File: config.mk
export PLATFORM = sky130hd
export DESIGN_NAME = ppp_printer_port
export DESIGN_NICKNAME = d
export VERILOG_FILES = /design/src/include/ppp_pkg.sv /design/src/core/ppp_printer_port.sv
export SDC_FILE = /design/constraint.sdc
export NUM_CORES = 1
export LEC_CHECK = 0
export ABC_AREA = 1
export BUFFER_PORTS_ARGS = -buffer_cell sky130_fd_sc_hd__buf_2
export CORE_UTILIZATION = 54
export CTS_BUF_LIST = sky130_fd_sc_hd__clkbuf_4 sky130_fd_sc_hd__clkbuf_8
export DETAILED_ROUTE_END_ITERATION = 6
export GPL_TIMING_DRIVEN = 0
export PLACE_DENSITY = 0.87
export SETUP_SLACK_MARGIN = 0.5
export SLEW_MARGIN = 10
export SYNTH_ARGS = -nofsm -noshare
export SYNTH_HDL_FRONTEND = slang
export SYNTH_SLANG_ARGS = --single-unit
File: constraint.sdc
create_clock -name clk_in -period 1.9 [get_ports clk_in]
set_clock_uncertainty 0.2 [all_clocks]
set_input_delay 0.57 -clock clk_in [delete_from_list [all_inputs] [get_ports clk_in]]
set_output_delay 0.57 -clock clk_in [all_outputs]
set_load 0.02 [all_outputs]
File: src/include/ppp_pkg.sv
// ==========================================
// Printer parallel port package
package ppp_pkg;

	// Port widths and bit positions of the control/status port.
	localparam int PPP_DATA_W = 8;
	localparam int PPP_STROBE_BIT = 0;
	localparam int PPP_BUSY_BIT = 4;
	localparam int PPP_SELECT_BIT = 5;
	localparam int PPP_FAULT_BIT = 6;
	localparam int PPP_HANDSHAKE_BIT = 7;

	// Reset values.
	localparam logic [7:0] PPP_DATA_RST = 8'h00;
	localparam logic [3:0] PPP_CTRL_RST = 4'h0;

	// Strobe pulse width and settle time in ns, and derived cycle counts at 20 MHz.
	localparam int PPP_CLK_NS = 50;
	localparam int PPP_SETUP_NS = 1000;
	localparam int PPP_STROBE_NS = 1000;
	localparam int PPP_SETUP_CYC = (PPP_SETUP_NS + PPP_CLK_NS - 1) / PPP_CLK_NS;
	localparam int PPP_STROBE_CYC = (PPP_STROBE_NS + PPP_CLK_NS - 1) / PPP_CLK_NS;
	localparam int PPP_CNT_W = 8;

	// Printer conventions selected by the board jumper.
	typedef enum logic {
		PPP_MODE_STROBE_LOW = 1'b0,
		PPP_MODE_STROBE_HIGH = 1'b1
	} ppp_mode_t;

	// Decoded printer status, true means asserted.
	typedef struct packed {
		logic busy;
		logic selected;
		logic paper_empty;
		logic interface_valid;
		logic data_demand;
		logic acknowledge;
	} ppp_status_t;

	// Sender states.
	typedef enum logic [1:0] {
		PPP_IDLE = 2'b00,
		PPP_SETUP = 2'b01,
		PPP_STROBE = 2'b10
	} ppp_state_t;

endpackage : ppp_pkg
File: src/core/ppp_printer_port.sv
// ==========================================
`timescale 1ns/1ps
`default_nettype none

module ppp_printer_port (
	input wire logic clk_in,
	input wire logic rst_n_in,
	input wire logic mode_jumper_in,
	input wire logic send_valid_in,
	input wire logic [ppp_pkg::PPP_DATA_W-1:0] send_byte_in,
	output logic send_ready_out,
	input wire logic [7:4] status_pins_in,
	output logic [ppp_pkg::PPP_DATA_W-1:0] printer_byte_out,
	output logic [3:0] ctrl_pins_out,
	output ppp_pkg::ppp_status_t status_out,
	output ppp_pkg::ppp_mode_t mode_out
);
	import ppp_pkg::*;

	logic [7:4] stat_meta_reg;
	logic [7:4] stat_sync_reg;
	logic jmp_meta_reg;
	logic jmp_sync_reg;
	logic [1:0] settle_reg;
	logic mode_taken_reg;
	ppp_mode_t mode_reg;
	ppp_state_t state_reg;
	logic [PPP_CNT_W-1:0] cnt_reg;
	logic [PPP_DATA_W-1:0] byte_reg;
	logic strobe_reg;
	ppp_status_t status_reg;
	logic busy_now;
	logic take_now;
	logic cnt_done;
	logic strobe_start;

	// ==========================================
	// Input synchronisers

	// Status pins pass two flip-flops before use.
	always_ff @(posedge clk_in or negedge rst_n_in) begin
		if (!rst_n_in) begin
			stat_meta_reg <= 4'h0;
			stat_sync_reg <= 4'h0;
			jmp_meta_reg <= 1'b0;
			jmp_sync_reg <= 1'b0;
		end else begin
			stat_meta_reg <= status_pins_in;
			stat_sync_reg <= stat_meta_reg;
			jmp_meta_reg <= mode_jumper_in;
			jmp_sync_reg <= jmp_meta_reg;
		end
	end

	// ==========================================
	// Mode capture

	// The jumper synchroniser still holds its reset value for two edges after reset.
	// This shifter counts those edges, so that the strap is copied only once it is valid.
	always_ff @(posedge clk_in or negedge rst_n_in) begin
		if (!rst_n_in) begin
			settle_reg <= 2'b00;
		end else begin
			settle_reg <= {settle_reg[0], 1'b1};
		end
	end

	// Jumper latched once.
	// The strap is copied on the third edge after reset and then held until the next reset.
	// Until then the sender refuses bytes and the strobe pin rests high.
	// In the strobe-high mode the pin therefore falls once when the mode settles.
	always_ff @(posedge clk_in or negedge rst_n_in) begin
		if (!rst_n_in) begin
			mode_taken_reg <= 1'b0;
			mode_reg <= PPP_MODE_STROBE_LOW;
		end else if (settle_reg[1] && !mode_taken_reg) begin
			mode_taken_reg <= 1'b1;
			mode_reg <= ppp_mode_t'(jmp_sync_reg);
		end
	end

	// ==========================================
	// Status decode

	assign busy_now = ~stat_sync_reg[PPP_BUSY_BIT];

	// Status bits are interpreted per the selected convention.
	always_ff @(posedge clk_in or negedge rst_n_in) begin
		if (!rst_n_in) begin
			status_reg <= '0;
		end else begin
			status_reg.busy <= busy_now;
			status_reg.selected <= stat_sync_reg[PPP_SELECT_BIT];
			status_reg.paper_empty <= (mode_reg == PPP_MODE_STROBE_LOW) &
				~stat_sync_reg[PPP_FAULT_BIT];
			status_reg.interface_valid <= (mode_reg == PPP_MODE_STROBE_HIGH) &
				stat_sync_reg[PPP_FAULT_BIT];
			status_reg.data_demand <= (mode_reg == PPP_MODE_STROBE_HIGH) &
				stat_sync_reg[PPP_HANDSHAKE_BIT];
			status_reg.acknowledge <= (mode_reg == PPP_MODE_STROBE_LOW) &
				~stat_sync_reg[PPP_HANDSHAKE_BIT];
		end
	end

	// ==========================================
	// Sender

	// A byte is accepted only when idle and the mode is settled.
	assign send_ready_out = (state_reg == PPP_IDLE) && mode_taken_reg;

	// A byte is taken on an edge where the host offers it and the sender is free.
	assign take_now = send_valid_in && send_ready_out;

	// The settle or strobe period has run out when the counter rests at zero.
	assign cnt_done = (cnt_reg == '0);

	// Strobe only when free.
	// The strobe starts once the byte has settled and the synchronised busy line is clear.
	assign strobe_start = (state_reg == PPP_SETUP) && cnt_done && !busy_now;

	// Setup then strobe.
	// Sequence state: idle, settle the byte on the pins, then strobe it to the printer.
	// Busy is only looked at when the settle time ends; busy during the strobe does not cut it.
	always_ff @(posedge clk_in or negedge rst_n_in) begin
		if (!rst_n_in) begin
			state_reg <= PPP_IDLE;
		end else begin
			case (state_reg)
				PPP_IDLE: begin
					if (take_now) begin
						state_reg <= PPP_SETUP;
					end
				end
				PPP_SETUP: begin
					if (strobe_start) begin
						state_reg <= PPP_STROBE;
					end
				end
				PPP_STROBE: begin
					if (cnt_done) begin
						state_reg <= PPP_IDLE;
					end
				end
				default: begin
					state_reg <= PPP_IDLE;
				end
			endcase
		end
	end

	// Cycle counter: loaded with the settle time on a take and with the strobe width when
	// the strobe starts; otherwise it counts down and rests at zero.
	// A waiting sender keeps it at zero, so a late strobe still gets its full width.
	always_ff @(posedge clk_in or negedge rst_n_in) begin
		if (!rst_n_in) begin
			cnt_reg <= '0;
		end else if (take_now) begin
			cnt_reg <= PPP_CNT_W'(PPP_SETUP_CYC - 1);
		end else if (strobe_start) begin
			cnt_reg <= PPP_CNT_W'(PPP_STROBE_CYC - 1);
		end else if (!cnt_done) begin
			cnt_reg <= cnt_reg - 1'b1;
		end
	end

	// Byte held steady.
	// The data byte changes only on a take, so it stands through settle and strobe.
	always_ff @(posedge clk_in or negedge rst_n_in) begin
		if (!rst_n_in) begin
			byte_reg <= PPP_DATA_RST;
		end else if (take_now) begin
			byte_reg <= send_byte_in;
		end
	end

	// Strobe pulse timing.
	// The strobe rises once the settle time has ended and busy is clear, and falls when its own width has run out.
	always_ff @(posedge clk_in or negedge rst_n_in) begin
		if (!rst_n_in) begin
			strobe_reg <= 1'b0;
		end else if (strobe_start) begin
			strobe_reg <= 1'b1;
		end else if (state_reg != PPP_STROBE || cnt_done) begin
			strobe_reg <= 1'b0;
		end
	end

	// ==========================================
	// Pin drive

	assign printer_byte_out = byte_reg;

	// Strobe polarity by mode.
	// Until the mode is settled the pin rests high, the idle level of the strobe-low mode.
	always_comb begin
		ctrl_pins_out = PPP_CTRL_RST;
		if (mode_reg == PPP_MODE_STROBE_LOW) begin
			ctrl_pins_out[PPP_STROBE_BIT] = ~(strobe_reg & mode_taken_reg);
		end else begin
			ctrl_pins_out[PPP_STROBE_BIT] = strobe_reg;
		end
	end

	// Decoded status and the latched mode leave straight from their registers.
	assign status_out = status_reg;
	assign mode_out = mode_reg;

endmodule : ppp_printer_port
`default_nettype wire

# After elaboration in Yosys (flattened, before gate mapping)
# Index checks and enable logic that the tools add are counted.
[totals]
ff_bits = 39
inputBits = 16
wordCells = 56
[classes]
n_addsub = 1
n_eq_ne = 7
n_mux = 10
bitwise_logic = 10
n_reduce_logical = 11
[op_table]
columns = ["op", "count"]
rows = [
  ["$mux 8", 3],
  ["$logic_not 8->1", 1],
  ["$ne 2x2->1 const B", 4],
  ["$sub 8x1->8 const B", 1],
  ["$mux 2", 3],
  ["$pmux 2 s3", 1],
  ["$and 1x1->1", 5],
  ["$logic_and 1x1->1", 5],
  ["$not 1->1", 5],
  ["$mux 1", 3],
  ["$ne 3x2->1 const B", 1],
  ["$reduce_and 3->1", 1],
  ["$eq 2x1->1 const B", 1],
  ["$eq 2x2->1 const B", 1],
  ["$logic_not 2->1", 1],
  ["$reduce_bool 2->1", 1],
  ["$logic_not 1->1", 1],
  ["$logic_or 1x1->1", 1],
]

# Longest topological paths before layout
# Gate-level depths: netlist of run 1.
[logic_depth]
ltp_word = 5
depth_mapped = 8
ltp_nobuf = 8

# Worst setup path after synthesis of run 1
# OpenSTA, ideal clock, no wires.
[synth_timing]
kind = "flip-flop to output port"
from = "reg mode_reg (netlist: mode_out)"
to = "out ctrl_pins_out[0]"
t_arrival_ns = 1.021
setup_slack_ns = 0.109
stages_incl_launch_ff = 2
path_cell_list = "dfrtp_1 -> o21ai_0"
[synth_via]
elab_chain_cells = 1
[synth_rtl]
columns = ["item", "line", "text"]
rows = [
  ["start: declaration", "ppp_printer_port.sv:26", "ppp_mode_t mode_reg;"],
  ["start signal: assignment", "ppp_printer_port.sv:78", "mode_reg <= ppp_mode_t'(jmp_sync_reg);"],
  ["$mux 1", "ppp_printer_port.sv:197", "if (mode_reg == PPP_MODE_STROBE_LOW) begin"],
  ["end: declaration", "ppp_printer_port.sv:14", "output logic [3:0] ctrl_pins_out,"],
]
# No other way between the ends.

# Final worst setup path of run 1
[layout_timing]
from = "reg mode_taken_reg"
to = "out ctrl_pins_out[0]"
[layout_via]
elab_chain_cells = 3
[layout_rtl]
columns = ["item", "line", "text"]
rows = [
  ["start: declaration", "ppp_printer_port.sv:25", "logic mode_taken_reg;"],
  ["start signal: assignment", "ppp_printer_port.sv:74", "mode_taken_reg <= 1'b0;"],
  ["start signal: assignment", "ppp_printer_port.sv:77", "mode_taken_reg <= 1'b1;"],
  ["$and 1x1->1", "ppp_printer_port.sv:198", "ctrl_pins_out[PPP_STROBE_BIT] = ~(strobe_reg & mode_taken_reg);"],
  ["$not 1->1", "ppp_printer_port.sv:198", ""],
  ["$mux 1", "ppp_printer_port.sv:197", ""],
]
# No other way between the ends.

==> flow_summary.toml, run 1 <==
[outcome]
outcome = "finished with violations"
failing_checks = "setup timing"

[sta]
time_the_final_worst_path_needs_with_i_o_delays_and_setup_ns = 1.964
finalMaxSlewViolations = 0
max-slew-margin-rel_pct = 43.83
period_share_pct = 103.4
slack_of_the_critical_path_ns = -0.06402
max_slew.worst_pin.slew_ns = 0.8425
final-hold-violation-count = 0
hold_slack_ns = 0.1023
max_freq_ghz = 0.5092
post_route_setup_tns_ns = -0.07268
finalSetupViolations = 2
rsz_0062_raised_after_global_routing = "true"

[floorplanning]
top_level_ports = 36
die-width_um = 55.26
core-area_um2 = 2567
initial_utilization_pct = 59.65
die_h_um = 55.26
dieArea_um2 = 3053
core.rowCount = 18

[synth]
cell_types_with_the_highest_counts_after_synthesis = "sky130_fd_sc_hd__dfrtp_1, sky130_fd_sc_hd__nand2_1, sky130_fd_sc_hd__inv_1, sky130_fd_sc_hd__nor2_1"
dominantRegCellSynth = "sky130_fd_sc_hd__dfrtp_1"
synth-async-reset-ratio_pct = 100.0
synthesis.yosys.warnings = 0
synth_top_area_cell = "sky130_fd_sc_hd__dfrtp_1"
synthTopCellsByArea = "sky130_fd_sc_hd__dfrtp_1, sky130_fd_sc_hd__nand2_1, sky130_fd_sc_hd__mux2_2, sky130_fd_sc_hd__inv_1, sky130_fd_sc_hd__nor2_1"
ys_types = 23
synth_edf_count = 0
yosys_register_bits = 39
synth_top_cell_area_share_pct = 63.73
seq_area_frac_synth_pct = 63.73
syn_area_per_cell_um2 = 11.02
mappedNetlistArea_um2 = 1531
synth_cells = 139
yosysMostFrequentCell = "sky130_fd_sc_hd__dfrtp_1"

[setup_path]
reg2reg_slack_ns = 0.27
rr_endpoint = "printer_byte_out[4]$_DFFE_PN0P_"
crit_path_end = "ctrl_pins_out[0]"
worst_path_most_repeated_cell = "sky130_fd_sc_hd__o21ai_2"
timing.reg2reg.worst_path_depth = 5
worstPathArrival_ns = 1.19
critical_path.endpoint_type = "output pin"
worst_setup_path_start_kind = "register"
path_max_fanout = 3
crit_path_max_incr_delay_ns = 0.41
reg2reg_from = "mode_taken_reg$_DFFE_PN0P_"
setup.worst_path.start = "mode_taken_reg$_DFFE_PN0P_"
path_class = "register to output pin"
timing.critical_path.slowest_stage_cell = "sky130_fd_sc_hd__dfrtp_1"
critical_path_required_ns = 1.13
crit_path_cell_trace = "inv_2, o21ai_2, o21ai_2, buf_6"

[final_layout]
antenna-diode-count = 0
fin_nets = 225
post_route_cells_drive_above_1_share_pct = 60.77
area_growth_syn_to_layout_pct = 53.92
final_design_area_excluding_fillers_um2 = 2357
finalCoreUtilization_pct = 91.81
fill_cells = 87

[routing]
routed_wirelength_um = 5145
initial_drc_count = 76
detail_route.drc_violations = 0
drt_pre_antenna_iters = 4
detailroute.via_count = 1361
wire_per_inst_um = 21.53
vias_per_cell = 5.695
detail-route-antenna-nets = 0

[job]
max_cap_violations = 0

[cts]
tritoncts_num_sinks = 39
path_clk_slew_ns = 0.13
cts_htree_levels = 2
cts.hold.buffers_added = 0
max-clock-path-buffers = 2
tritoncts.num_buffers = 5
cts_root_buffer = "sky130_fd_sc_hd__clkbuf_4"
cts_tree = "yes"
clock_insertion_delay_worst_skew_ns = 0.36

[global_routing]
wire_length_of_the_first_global_routing_pass_um = 7038
track_usage_pct = 30.93
globalRouteOverflowTotal = 0
grt_start_max_net_pins = 40
initial_antenna_violation_count = 0
first_global_vias = 1424

[min_path]
min_path_type = "primary input to async pin"

[power_and_ir_drop]
powerDensity_nw_per_um2 = 1626
ir_drop_mv = 1.628
p_leak_nw = 1.211
design_power_total_mw = 3.834

[placed_design]
finalWeightedCongestion = 0.8086
buffer_ports.inserted = 32
placement.cell_area_um2 = 1773
hpwlAfterDp_um = 1965
[placed cells by master, fill, tap and decap left out, types with 4 or more instances in the layout]
cell / Yosys / final
sky130_fd_sc_hd__buf_4: 3 / 26
sky130_fd_sc_hd__mux2_4: 1 / 8
sky130_fd_sc_hd__clkbuf_4: 0 / 6
sky130_fd_sc_hd__nand2_2: 1 / 7
sky130_fd_sc_hd__buf_2: 0 / 15
sky130_fd_sc_hd__buf_6: 0 / 22
sky130_fd_sc_hd__inv_1: 16 / 10
sky130_fd_sc_hd__inv_2: 1 / 5
sky130_fd_sc_hd__nor2_2: 3 / 5
sky130_fd_sc_hd__conb_1: 2 / 4
sky130_fd_sc_hd__nor2_4: 0 / 8
sky130_fd_sc_hd__dfrtp_1: 39 / 37
sky130_fd_sc_hd__nand3_2: 0 / 4
sky130_fd_sc_hd__nand2_1: 25 / 16
sky130_fd_sc_hd__nor2_1: 16 / 6
[critical path: cells and delay by family (launching register included)]
family / cells / cell delay (ns)
flops: 1 / 0.41
compound gates: 2 / 0.23
buf+inv: 2 / 0.20
[repair_timing]
item | in CTS | in global routing
pin swaps | 14 | 13
resized for setup | 69 | 25
setup buffers | 21 | 7
gates cloned | 0 | 0
endpoints found under the setup margin | 29 | 36
[worst min-delay path by stage]
stage	slack (ns)	end
detailed placement	0.14	stat_sync_reg[4]$_DFF_PN0_
floorplan	0.07	cnt_reg[0]$_DFFE_PN0P_
finish	0.10	mode_out$_DFFE_PN0P_
global route	0.1	jmp_meta_reg$_DFF_PN0_
CTS	0.11	jmp_meta_reg$_DFF_PN0_
global placement	0.13	stat_sync_reg[4]$_DFF_PN0_
[kinds of logic after synthesis]
logic type	count (synthesis)	synth area share, %
AO/OA/AOI/OAI	6	2.614
XOR/XNOR	3	1.716
adder cells (fa/ha/maj)	1	0.8169
buffers and inverters	21	6.536
flip-flops	39	63.73
multiplexers	9	6.863
other	2	0.4904
AND/OR/NAND/NOR	58	17.24
[metal layers]
metal	share of wire [%]	wire, um	up-vias	GRT usage (%)
li1	-	-	570	-
met1	35	1811	662	35.37
met2	52	2686	104	50.43
met3	8.3	429	25	9.133
met4	4.2	217	0	20.00
met5	0	0	-	0
[layout make-up]
| cell class | count | area (um2) | area share [%] |
|---|---|---|---|
| Clock buffer | 6 | 45.04 | 1.911 |
| Sequential cell | 39 | 978.4 | 41.51 |
| Timing Repair Buffer | 60 | 495.5 | 21.02 |
| Tap cell | 30 | 37.54 | 1.592 |
| Inverter | 17 | 68.82 | 2.919 |
| Clock inverter | 2 | 12.51 | 0.5308 |
| Buffer | 4 | 37.54 | 1.592 |
| Multi-Input combinational cell | 81 | 681.9 | 28.93 |
[per-stage QoR]
stage	std cells	setup WS, ns
final	239	-0.06402
after global routing	239	-0.08451
after CTS	232	-0.01780
after detailed placement	203	0.1911
after global placement	203	0.2133
after floorplan	141	0.3818
[where the power goes]
group | switching [mW] | internal, mW | leakage [nW]
Clock | 0.297 | 0.157 | 0.0317
Sequential | 0.232 | 1.06 | 0.465
Combinational | 1.07 | 1.01 | 0.714
Note: power is estimated with default switching activity, not from simulation.
==> run 2: changes to the inputs <==
--- a/config.mk
+++ b/config.mk
@@ -7,11 +7,11 @@
 export LEC_CHECK = 0
 export ABC_AREA = 1
 export BUFFER_PORTS_ARGS = -buffer_cell sky130_fd_sc_hd__buf_2
-export CORE_UTILIZATION = 54
+export CORE_UTILIZATION = 40
 export CTS_BUF_LIST = sky130_fd_sc_hd__clkbuf_4 sky130_fd_sc_hd__clkbuf_8
 export DETAILED_ROUTE_END_ITERATION = 6
 export GPL_TIMING_DRIVEN = 0
-export PLACE_DENSITY = 0.87
+export PLACE_DENSITY = 0.69
 export SETUP_SLACK_MARGIN = 0.5
 export SLEW_MARGIN = 10
 export SYNTH_ARGS = -nofsm -noshare
==> constraint.sdc (replaced) <==
create_clock -name clk_in -period 1.9 [get_ports clk_in]
set_clock_uncertainty 0.2 [all_clocks]
set_input_delay 0.57 -clock clk_in [delete_from_list [all_inputs] [get_ports clk_in]]
set_output_delay 0.57 -clock clk_in [all_outputs]
set_load 0.05 [all_outputs]
==> run 2 against run 1 <==
The run still ends with setup timing left. Combinational power up 12%. Die area is 34% higher. Clock power is 52% higher. Total power is 13% higher. Cell area up 4.6%. Routed wire length shrank 27%. Critical path depth decreased by 1. Flip-flop and latch count is the same. Clock-buffer cell count shrank 1. First-iteration DRC count down 67%.
==> flow_summary.toml, run 2 (synthesized netlist as in run 1, its figures left out) <==
[cts]
cts_htree_levels = 2
max-clock-path-buffers = 2
cts_tree = "yes"
clock_insertion_delay_worst_skew_ns = 0.29
cts.hold.buffers_added = 0
cts_root_buffer = "sky130_fd_sc_hd__clkbuf_8"
path_clk_slew_ns = 0.08
tritoncts_num_sinks = 39
tritoncts.num_buffers = 5

[global_routing]
grt_start_max_net_pins = 40
grt.busiest_layer = "met2"
wire_length_of_the_first_global_routing_pass_um = 5761
grt.met1_usage_pct = 21.79
globalRouteOverflowTotal = 0
use_met2_pct = 32.18
initial_antenna_violation_count = 0
first_global_vias = 1273
grt_util_met3_pct = 5.893
track_usage_pct = 18.98

[final_layout]
fin_cells = 254
fin_nets = 222
area_growth_syn_to_layout_pct = 61.03
layout_commonest_cell = "sky130_fd_sc_hd__dfrtp_1"
most-common-layout-cells = "sky130_fd_sc_hd__dfrtp_1, sky130_fd_sc_hd__buf_6, sky130_fd_sc_hd__buf_4"
finalCoreUtilization_pct = 67.36
antenna-diode-count = 0
post_route_cells_drive_above_1_share_pct = 63.59
final_design_area_excluding_fillers_um2 = 2466

[setup_path]
critical_path_required_ns = 1.13
timing.critical_path.slowest_stage_cell = "sky130_fd_sc_hd__dfrtp_2"
crit_path_max_incr_delay_ns = 0.45
worst_setup_path_start_kind = "register"
family_with_the_most_delay_on_the_worst_path = "flip-flops"
path_class = "register to output pin"
critical_path.endpoint_type = "output pin"
worstPathArrival_ns = 1.16
crit_path_cell_trace = "o21ai_2, o21ai_4, buf_6"
path_max_fanout = 3
critPathBufInv = 1

[routing]
vias_per_cell = 4.803
detail_route.drc_violations = 0
detailroute.via_count = 1220
routed_wirelength_um = 3781
detail-route-antenna-nets = 0
wire_per_inst_um = 14.89
drt_pre_antenna_iters = 7
initial_drc_count = 25

[sta]
finalMaxSlewViolations = 0
final-hold-violation-count = 0
rsz_0062_raised_after_global_routing = "true"
hold_slack_ns = 0.1516
post_route_setup_tns_ns = -0.02602
slack_of_the_critical_path_ns = -0.02602
max_slew.worst_pin.slew_ns = 0.8310
max_freq_ghz = 0.5192
finalSetupViolations = 1
max-slew-margin-rel_pct = 44.60
time_the_final_worst_path_needs_with_i_o_delays_and_setup_ns = 1.926
period_share_pct = 101.4

[power_and_ir_drop]
powerDensity_nw_per_um2 = 1755
pwr-share-clk_pct = 16.0
comb_power_share_pct = 54.0
power.share.sequential_pct = 30.0
ir_drop_mv = 1.190
power.switching_mw = 1.844
design_power_total_mw = 4.328
p_leak_nw = 1.230
intPower_mw = 2.484
power_switching_share_pct = 42.60

[placed_design]
finalWeightedCongestion = 0.8265
hpwlAfterDp_um = 1848
placement.cell_area_um2 = 1812
numPlacedInstances = 221
pre_cts_ws_ns = 0.1490
buffer_ports.inserted = 32

[floorplanning]
top_level_ports = 36
die-width_um = 63.88
core-area_um2 = 3661
core.rowCount = 22
initial_utilization_pct = 41.83
dieArea_um2 = 4080
die_h_um = 63.88

[min_path]
min_path_type = "register to register"

[outcome]
failing_checks = "setup timing"
outcome = "finished with violations"

[job]
max_cap_violations = 0
## run 2: final cells by class
cell class                      count  area [um2]
Multi-Input combinational cell     81       708.2
Fill cell                         238        1195
Timing Repair Buffer               57       495.5
Clock inverter                      3       46.29
Tap cell                           48       60.06
Buffer                              4       37.54
Inverter                           17       68.82
Sequential cell                    39       980.9
Clock buffer                        5       68.82
## run 2: worst paths after layout
| check | start | end | slack (ns) | cells after the start |
|---|---|---|---|---|
| setup / recovery | mode_out$_DFFE_PN0P_ | ctrl_pins_out[0] | -0.03 | 3 |
| hold / removal | stat_meta_reg[7]$_DFF_PN0_ | stat_sync_reg[7]$_DFF_PN0_ | 0.15 | 0 |
| setup reg to reg | state_reg[0]$_DFFE_PN0P_ | cnt_reg[3]$_DFFE_PN0P_ | 0.14 | 9 |
| hold reg to reg | stat_meta_reg[7]$_DFF_PN0_ | stat_sync_reg[7]$_DFF_PN0_ | 0.15 | 0 |
| max in group asynchronous | rst_n_in | cnt_reg[3]$_DFFE_PN0P_ | 0.75 | 1 |
| min in group asynchronous | rst_n_in | stat_sync_reg[6]$_DFF_PN0_ | 0.17 | 1 |
## run 2: repair_timing
action / CTS / global route
setup buffers: 13 / 12
setup endpoints to repair: 29 / 36
endpoints found under the hold margin: 0 / 0
resized for setup: 77 / 29
pin swaps: 13 / 8
## run 2: layer usage
layer  up-vias  wire [um]
met5         -          0
met4         0         69
met3         6        175
met2        42       1966
met1       608       1570
li1        564          -
## run 2: power by group through the flow
| stage | logic [mW] | clock network [mW] | registers, mW |
|---|---|---|---|
| 2_1_floorplan | 0.698 | 0 | 1.62 |
| 5_1_grt | 2.47 | 0.745 | 1.32 |
| 4_1_cts | 1.95 | 0.708 | 1.27 |
| 3_5_place_dp | 1.39 | 0 | 1.24 |
| 6_report | 2.34 | 0.691 | 1.30 |
| 3_3_place_gp | 1.35 | 0 | 1.22 |
